--- src/include/spr_consts.vh ---
`ifndef SPR_CONSTS_VH
`define SPR_CONSTS_VH
// Register offsets
`define SPR_ADDR_DATA 8'hC5
`define SPR_ADDR_CTRL 8'hC3
`define SPR_ADDR_STAT 8'hC4
// Control fields
`define SPR_CTRL_RATE_HI 7
`define SPR_CTRL_EN 6
`define SPR_CTRL_SSOVR 5
`define SPR_CTRL_ROLE_MASTER 4
`define SPR_CTRL_CLK_IDLE_LEVEL 3
`define SPR_CTRL_CLK_SAMPLE_EDGE 2
`define SPR_CTRL_RATE_MID 1
`define SPR_CTRL_RATE_LO 0
`define SPR_CTRL_RESET 8'h14
// Status fields
`define SPR_STAT_DONE 7
`define SPR_STAT_WRITE_COLLISION_FLAG 6
`define SPR_STAT_SELECT_ERROR_FLAG 5
`define SPR_STAT_MODE_FAULT_FLAG 4
`define SPR_STAT_RESV 4'h0
// Half-period counter tops per rate code
`define SPR_DIV_R1 7'h01
`define SPR_DIV_R2 7'h03
`define SPR_DIV_R3 7'h07
`define SPR_DIV_R4 7'h0F
`define SPR_DIV_R5 7'h1F
`define SPR_DIV_R6 7'h3F
`define SPR_DIV_RSVD 7'h7F
// Last of the sixteen half periods of a byte
`define SPR_HALF_LAST 4'hF
`endif

--- src/logic/spr_serial_peripheral.v ---
`timescale 1ns/100ps
`include "spr_consts.vh"
module spr_serial_peripheral #(
  parameter ADDR_W = 8
) (
  input wire ref_clk,
  input wire reset,
  input wire [ADDR_W-1:0] regAddr,
  input wire [7:0] regWrData,
  input wire regWrStb,
  input wire regRdStb,
  output reg [7:0] regRdData,
  input wire sckIn,
  output reg sckOut,
  output reg sckOe,
  input wire mosiIn,
  output reg mosiOut,
  output reg mosiOe,
  input wire misoIn,
  output reg misoOut,
  output reg misoOe,
  input wire selectN
);
  localparam ST_IDLE = 1'b0;
  localparam ST_XFER = 1'b1;

  reg [7:0] ctrl_r;
  reg [7:0] shift_r;
  reg [7:0] rxBuf_r;
  reg done_r;
  reg write_collision_flag_r;
  reg select_error_flag_r;
  reg mode_fault_flag_r;
  reg state_r;
  reg [3:0] half_r;
  reg [6:0] div_r;
  reg sckLvl_r;
  reg sckPrev_r;
  reg sampled_r;
  reg statRead_r;
  reg doneRead_r;
  reg [6:0] divTop;
  reg [2:0] rate;
  wire en = ctrl_r[`SPR_CTRL_EN];
  wire master = ctrl_r[`SPR_CTRL_ROLE_MASTER];
  wire clk_idle_level = ctrl_r[`SPR_CTRL_CLK_IDLE_LEVEL];
  wire clk_sample_edge = ctrl_r[`SPR_CTRL_CLK_SAMPLE_EDGE];
  wire ssOvr = ctrl_r[`SPR_CTRL_SSOVR];
  // Slave with phase zero always needs select to frame bytes
  wire ssUsed = !ssOvr || (!master && !clk_sample_edge);
  wire selActive = ssUsed ? !selectN : 1'b1;
  wire wrData = regWrStb && regAddr == `SPR_ADDR_DATA;
  wire wrCtrl = regWrStb && regAddr == `SPR_ADDR_CTRL;
  wire rdData = regRdStb && regAddr == `SPR_ADDR_DATA;
  wire rdStat = regRdStb && regAddr == `SPR_ADDR_STAT;
  wire rateOk = rate != 3'b000 && rate != 3'b111;
  wire busy = state_r == ST_XFER;
  wire divHit = div_r == divTop;
  // Slave edge detect on the incoming clock, relative to idle level
  wire sckEdge = sckIn != sckPrev_r;
  wire sckLeave = sckEdge && sckIn != clk_idle_level;
  wire inBit = master ? misoIn : mosiIn;
  wire modfEvt = en && master && !ssOvr && !selectN;
  wire sserrEvt = en && !master && busy && ssUsed && selectN;
  // Edge classes for both roles; for master use internal toggles
  wire mEdge = master && busy && divHit;
  wire edgeNow = master ? mEdge : (busy || sckLeave) && sckEdge && selActive;
  wire leaving = master ? (sckLvl_r == clk_idle_level) : sckLeave;
  wire sampleEdge = edgeNow && (leaving ^ clk_sample_edge);
  wire shiftEdge = edgeNow && !(leaving ^ clk_sample_edge);
  wire lastHalf = half_r == `SPR_HALF_LAST;
  wire loadIdle = wrData && !busy;
  wire startMaster = en && loadIdle && master && rateOk;
  wire startSlave = en && !master && !busy && selActive && sckLeave;
  wire xferEnd = en && edgeNow && lastHalf;
  // Phase zero slave loses its byte framing once deselected
  wire abortSlave = en && !master && !clk_sample_edge && busy && selectN;
  // In phase one the first leaving edge only presents data
  wire skipFirst = clk_sample_edge && half_r == 4'h0 && leaving;
  wire doneClr = (wrData || rdData) && doneRead_r;
  wire [7:0] statWord = {done_r, write_collision_flag_r, select_error_flag_r, mode_fault_flag_r, `SPR_STAT_RESV};
  wire [7:0] rxNext = clk_sample_edge ? {shift_r[6:0], inBit} : {shift_r[6:0], sampled_r};

  always @*
  begin
    rate = {ctrl_r[`SPR_CTRL_RATE_HI], ctrl_r[`SPR_CTRL_RATE_MID], ctrl_r[`SPR_CTRL_RATE_LO]};
    // Half period in clocks: divide by 2^(rate+1), half is 2^rate
    case (rate)
      3'b001: divTop = `SPR_DIV_R1;
      3'b010: divTop = `SPR_DIV_R2;
      3'b011: divTop = `SPR_DIV_R3;
      3'b100: divTop = `SPR_DIV_R4;
      3'b101: divTop = `SPR_DIV_R5;
      3'b110: divTop = `SPR_DIV_R6;
      default: divTop = `SPR_DIV_RSVD;
    endcase
  end

  // Edge history for the slave clock input
  always @(posedge ref_clk or posedge reset)
  begin
    if (reset)
    begin
      sckPrev_r <= 1'b0;
    end
    else
      sckPrev_r <= sckIn;
  end

  // Read data stands one cycle; all other cycles read zero
  always @(posedge ref_clk or posedge reset)
  begin
    if (reset)
    begin
      regRdData <= 8'h00;
    end
    else if (regRdStb)
    begin
      // Unmapped addresses read zero rather than stale data
      case (regAddr)
        `SPR_ADDR_DATA: regRdData <= rxBuf_r;
        `SPR_ADDR_STAT: regRdData <= statWord;
        `SPR_ADDR_CTRL: regRdData <= ctrl_r;
        default: regRdData <= 8'h00;
      endcase
    end
    else
      regRdData <= 8'h00;
  end

  // A status read with collision or fault set arms their clearing
  always @(posedge ref_clk or posedge reset)
  begin
    if (reset)
    begin
      statRead_r <= 1'b0;
    end
    else if (rdStat)
      statRead_r <= write_collision_flag_r || mode_fault_flag_r;
  end

  // Done clears on a status read followed by a data access
  always @(posedge ref_clk or posedge reset)
  begin
    if (reset)
    begin
      doneRead_r <= 1'b0;
    end
    else if (doneClr)
      doneRead_r <= 1'b0;
    else if (rdStat)
      doneRead_r <= done_r;
  end

  // Mode fault drops enable and role even against a same-cycle write
  always @(posedge ref_clk or posedge reset)
  begin
    if (reset)
    begin
      ctrl_r <= `SPR_CTRL_RESET;
    end
    else
    begin
      if (wrCtrl)
        ctrl_r <= regWrData;
      if (modfEvt)
      begin
        ctrl_r[`SPR_CTRL_EN] <= 1'b0;
        ctrl_r[`SPR_CTRL_ROLE_MASTER] <= 1'b0;
      end
    end
  end

  // Disable kills the byte mid-flight, no completion
  always @(posedge ref_clk or posedge reset)
  begin
    if (reset)
    begin
      state_r <= ST_IDLE;
    end
    else if (!en)
      state_r <= ST_IDLE;
    else
    begin
      if (startMaster || startSlave)
        state_r <= ST_XFER;
      if (xferEnd || abortSlave || modfEvt)
        state_r <= ST_IDLE;
    end
  end

  // Counts the sixteen clock edges of one byte
  always @(posedge ref_clk or posedge reset)
  begin
    if (reset)
    begin
      half_r <= 4'h0;
    end
    else if (!en)
      half_r <= 4'h0;
    else if (edgeNow)
      half_r <= half_r + 4'h1;
    else if (loadIdle)
      half_r <= 4'h0;
  end

  // Divider runs only while a master byte is on the wire
  always @(posedge ref_clk or posedge reset)
  begin
    if (reset)
    begin
      div_r <= 7'h00;
    end
    else if (!en)
      div_r <= 7'h00;
    else if (master && busy)
      div_r <= divHit ? 7'h00 : div_r + 7'h01;
    else if (loadIdle)
      div_r <= 7'h00;
  end

  // Serial clock parks at its idle level whenever no byte runs
  always @(posedge ref_clk or posedge reset)
  begin
    if (reset)
    begin
      sckLvl_r <= 1'b0;
    end
    else if (!en || !busy)
      sckLvl_r <= clk_idle_level;
    else if (mEdge)
      sckLvl_r <= !sckLvl_r;
  end

  // A data write while enabled and idle goes straight into the shifter
  always @(posedge ref_clk or posedge reset)
  begin
    if (reset)
    begin
      shift_r <= 8'h00;
    end
    else if (en && shiftEdge && !skipFirst)
      shift_r <= {shift_r[6:0], sampled_r};
    else if (en && loadIdle)
      shift_r <= regWrData;
  end

  // Holds the bit taken on the sampling edge until the next shift
  always @(posedge ref_clk or posedge reset)
  begin
    if (reset)
    begin
      sampled_r <= 1'b0;
    end
    else if (en && sampleEdge)
      sampled_r <= inBit;
    else if (en && loadIdle)
      sampled_r <= 1'b0;
  end

  // Receive buffer only changes when a byte completes
  always @(posedge ref_clk or posedge reset)
  begin
    if (reset)
    begin
      rxBuf_r <= 8'h00;
    end
    else if (xferEnd)
      rxBuf_r <= rxNext;
  end

  // Set wins over a same-cycle clear
  always @(posedge ref_clk or posedge reset)
  begin
    if (reset)
    begin
      done_r <= 1'b0;
    end
    else if (xferEnd)
      done_r <= 1'b1;
    else if (doneClr)
      done_r <= 1'b0;
  end

  // Collision never stops the running byte
  always @(posedge ref_clk or posedge reset)
  begin
    if (reset)
    begin
      write_collision_flag_r <= 1'b0;
    end
    else if (wrData && busy)
      write_collision_flag_r <= 1'b1;
    else if (wrData && statRead_r)
      write_collision_flag_r <= 1'b0;
  end

  // Only a disable clears the select error
  always @(posedge ref_clk or posedge reset)
  begin
    if (reset)
    begin
      select_error_flag_r <= 1'b0;
    end
    else if (!en)
      select_error_flag_r <= 1'b0;
    else if (sserrEvt)
      select_error_flag_r <= 1'b1;
  end

  // Fault clears on a status read followed by a control write
  always @(posedge ref_clk or posedge reset)
  begin
    if (reset)
    begin
      mode_fault_flag_r <= 1'b0;
    end
    else if (modfEvt)
      mode_fault_flag_r <= 1'b1;
    else if (wrCtrl && statRead_r)
      mode_fault_flag_r <= 1'b0;
  end

  // Pin drivers come from flops to avoid glitches on the link
  always @(posedge ref_clk or posedge reset)
  begin
    if (reset)
    begin
      sckOut <= 1'b0;
      sckOe <= 1'b0;
    end
    else
    begin
      sckOut <= sckLvl_r;
      sckOe <= en && master;
    end
  end

  // Data pins turn with the role so two drivers never meet
  always @(posedge ref_clk or posedge reset)
  begin
    if (reset)
    begin
      mosiOut <= 1'b0;
      mosiOe <= 1'b0;
      misoOut <= 1'b0;
      misoOe <= 1'b0;
    end
    else
    begin
      mosiOut <= shift_r[7];
      mosiOe <= en && master;
      misoOut <= shift_r[7];
      misoOe <= en && !master && selActive;
    end
  end
endmodule // spr_serial_peripheral

--- config.mk ---
export PLATFORM = sky130hd
export DESIGN_NAME = spr_serial_peripheral
export DESIGN_NICKNAME = d
export VERILOG_FILES = /design/src/logic/spr_serial_peripheral.v
export VERILOG_INCLUDE_DIRS = /design/src /design/src/include
export SDC_FILE = /design/constraint.sdc
export NUM_CORES = 1
export LEC_CHECK = 0
export BUFFER_PORTS_ARGS = -buffer_cell sky130_fd_sc_hd__buf_2
export CORE_MARGIN = 4
export CORE_UTILIZATION = 28
export DETAILED_ROUTE_END_ITERATION = 8
export HOLD_SLACK_MARGIN = 0.06
export PLACE_DENSITY = 0.46
export SYNTH_ARGS = -nofsm -noshare
export SYNTH_HDL_FRONTEND = slang
export SYNTH_SLANG_ARGS = --single-unit
export TNS_END_PERCENT = 5
--- constraint.sdc ---
create_clock -name ref_clk -period 3.42 [get_ports ref_clk]
set_clock_uncertainty 0.2 [all_clocks]
set_input_delay 0.684 -clock ref_clk [delete_from_list [all_inputs] [get_ports ref_clk]]
set_output_delay 0.684 -clock ref_clk [all_outputs]
set_load 0.02 [all_outputs]
==> out/summary.txt <==
status: finished, final reports clean
num ports: 38
DR WL/cell: 16.13 um
slew margin rel.: 0.5602
Top cell by count, worst path: mux2_2
clock power share: 0.438
Core Box Area: 10,460 sq um
Post-synth EDFFs: 0
DP Area: 3382 sq um
number of port buffers: 37
vias in the first global route: 2,312
TritonCTS clock tree: done
count leader, synth: dfrtp_1
Seq/Total Area, Yosys: 0.4690
hpwl dp: 5485 um
via count: 2,296
combinational power share: 0.069
clk sinks: 57
layout cells sized above 1: 0.3343
async set-reset flop share out of synthesis: 1.000
Seq pwr share: 0.492
die area: 12,610 sq um
drt pass-1 iters: 4
RSZ-0062 raised after global routing: false
Total Wirelength: 7501 um
CP max stage delay: 0.67 ns
Synth top area share: 0.4517
cell area after synthesis: 3047 sq um
synth warn: 0
top cells by area, synth: dfrtp_1 (45%), mux2_2 (13%), nor2_1 (2.8%), nand2_1 (2.5%), mux2i_1 (2.0%)
Hold Buf Count CTS: 0
Power Total: 0.001428 W
# resized after CTS: 0
Setup CP Type: reg2reg
CTS H-tree depth: 3
Post-CTS Setup Repair Bufs: 0
Final Slew Violations: 0
buffers plus inverters on the worst setup path: 1
Sw Ratio: 0.2584
DRC viols: 0
grt ovf: 0
net switching power figure: 0.0003690 W
Cell Int Power: 0.001059 W
CP required: 3.44 ns
LEAKAGE: 1.595 nW
Final Util: 0.3417
Design Area, Final: 3575 sq um
clk slew on worst S/H paths: 0.08 ns
commonest cells in the netlist: dfrtp_1 (55), mux2_2 (36), nor2_1 (23)
Clock Tree Buf Depth: 2
Die H: 112.3 um
syn nets: 312
syn_area_per_cell: 10.69 sq um
synthesis-stage register bit count: 57
TritonCTS buffer count: 9
GRT Overall Usage: 0.1261
Die X-Extent: 112.3 um
critical path's top delay family: multiplexers
total negative slack: 0 ns
Final Cycle Share: 0.8443
hold_ws: 0.2004 ns
final hold vios: 0
Worst-Skew Late Latency: 0.33 ns
maxcap violations: 0
Root Buffer: clkbuf_8
crit-path cells: inv_1 -> mux2i_1 -> o21ai_0 -> mux2_2 -> a211oi_4 -> mux2_2
synth unique cells: 57
Via-to-Cell Ratio: 4.938
CP startpoint kind: flip-flop
Worst IR Drop VDD: 0.1719 mV
remaining antenna violation count after routing: 0
largest area contributor in the synthesized netlist: dfrtp_1
# setup viols final: 0
Layout Nets: 351
gpl congestion: 0.7519
Slowest-stage cell, CP: dfstp_2
Achievable Freq: 0.3463 GHz
crit path max fanout: 10
starting density of the core: 0.2912
std cell rows: 37
class of the worst hold path: in2async
Area Overhead vs Synth: 17.33%
DR iter-0 viols: 143
fill cell count: 1,078
Synth Instances: 285
global-route wire length before repair: 12,520 um
Synth Flop Type: dfrtp_1
Tmin final: 2.887 ns
crit path DAT: 2.91 ns
# diodes: 0
Power Dens Cells: 399.4 nW/um^2
nature of the critical path endpoint: flip-flop
pin count of the biggest net entering global routing: 29
initial antenna violation count: 0
slew of the pin with the lowest slew margin: 0.6569 ns
-- final cells by class --
class	instances	area (sq um)	share of cell area
well taps	136	170.2	0.04760
clock buffers	9	123.9	0.03465
repair buffers	44	237.7	0.06650
clock inverters	7	68.82	0.01925
inverters	14	52.55	0.01470
multi-input cells	198	1493	0.4176
flip-flops and latches	57	1429	0.3997
-- path summary, 6_finish.rpt --
| path | from | end | slack, ns | cells past startpoint |
|---|---|---|---|---|
| max | ctrl_r[4]$_DFFE_PP1P_ | shift_r[2]$_DFFE_PP0P_ | 0.53 | 6 |
| min | reset | regRdData[5]$_DFF_PP0_ | 0.20 | 2 |
| max reg2reg | ctrl_r[4]$_DFFE_PP1P_ | shift_r[2]$_DFFE_PP0P_ | 0.53 | 6 |
| min reg2reg | shift_r[7]$_DFFE_PP0P_ | misoOut$_DFF_PP0_ | 0.20 | 0 |
| max in group asynchronous | reset | ctrl_r[4]$_DFFE_PP1P_ | 2.05 | 3 |
| min in group ref_clk | shift_r[7]$_DFFE_PP0P_ | misoOut$_DFF_PP0_ | 0.20 | 0 |
-- cells in the final DEF (no fill, tap or decap), drive strengths merged, types with 6 or more instances in the layout --
master and n:
dfrtp 55, buf 44, mux2 36, nor2 23, nand2 20, inv 14
o21ai 10, clkbuf 9, a21oi 9, nand3 7, nor3 6, a31oi 6
mux2i 6, and3 6
-- metal layers --
| layer | GRT usage | share of wire |
|---|---|---|
| met4 | 0.05449 | 0.020 |
| met5 | 0 | 0 |
| met2 | 0.1859 | 0.45 |
| met3 | 0.03127 | 0.044 |
| met1 | 0.1756 | 0.49 |
-- stage by stage --
stage / std cells / worst slack, ns
2_1_floorplan: 285 / 0.6014
3_3_place_gp: 449 / 0.5233
3_5_place_dp: 449 / 0.4699
4_1_cts: 465 / 0.4840
5_1_grt: 465 / 0.3167
6_report: 465 / 0.5326
-- state kept, by name (all words and copies together) (netlist names) --
name                    cells
done_r                      1
shift_r                     8
select_error_flag_r         1
misoOut                     1
regRdData                   8
sckPrev_r                   1
sckOut                      1
statRead_r                  1
div_r                       7
rxBuf_r                     8
doneRead_r                  1
sckLvl_r                    1
mosiOe                      1
half_r                      4
ctrl_r                      8
sampled_r                   1
misoOe                      1
write_collision_flag_r      1
mode_fault_flag_r           1
busy                        1
-- kinds of logic after synthesis --
family,synth area share
XOR/XNOR,0.008626
adder cells (fa/ha/maj),0.01232
AO/OA/AOI/OAI,0.1577
multiplexers,0.1528
AND/OR/NAND/NOR,0.1585
buffers and inverters,0.04107
flip-flops,0.4690
-- power groups by stage --
stage | registers, W | logic (W) | clock network (W)
2_1_floorplan | 0.000706 | 0.0000689 | 0
3_3_place_gp | 0.000715 | 0.000101 | 0
3_5_place_dp | 0.000716 | 0.000101 | 0
4_1_cts | 0.000703 | 0.000102 | 0.000652
5_1_grt | 0.000705 | 0.000113 | 0.000679
6_report | 0.000703 | 0.0000991 | 0.000626
No activity file was read; power rests on OpenSTA's default activity.
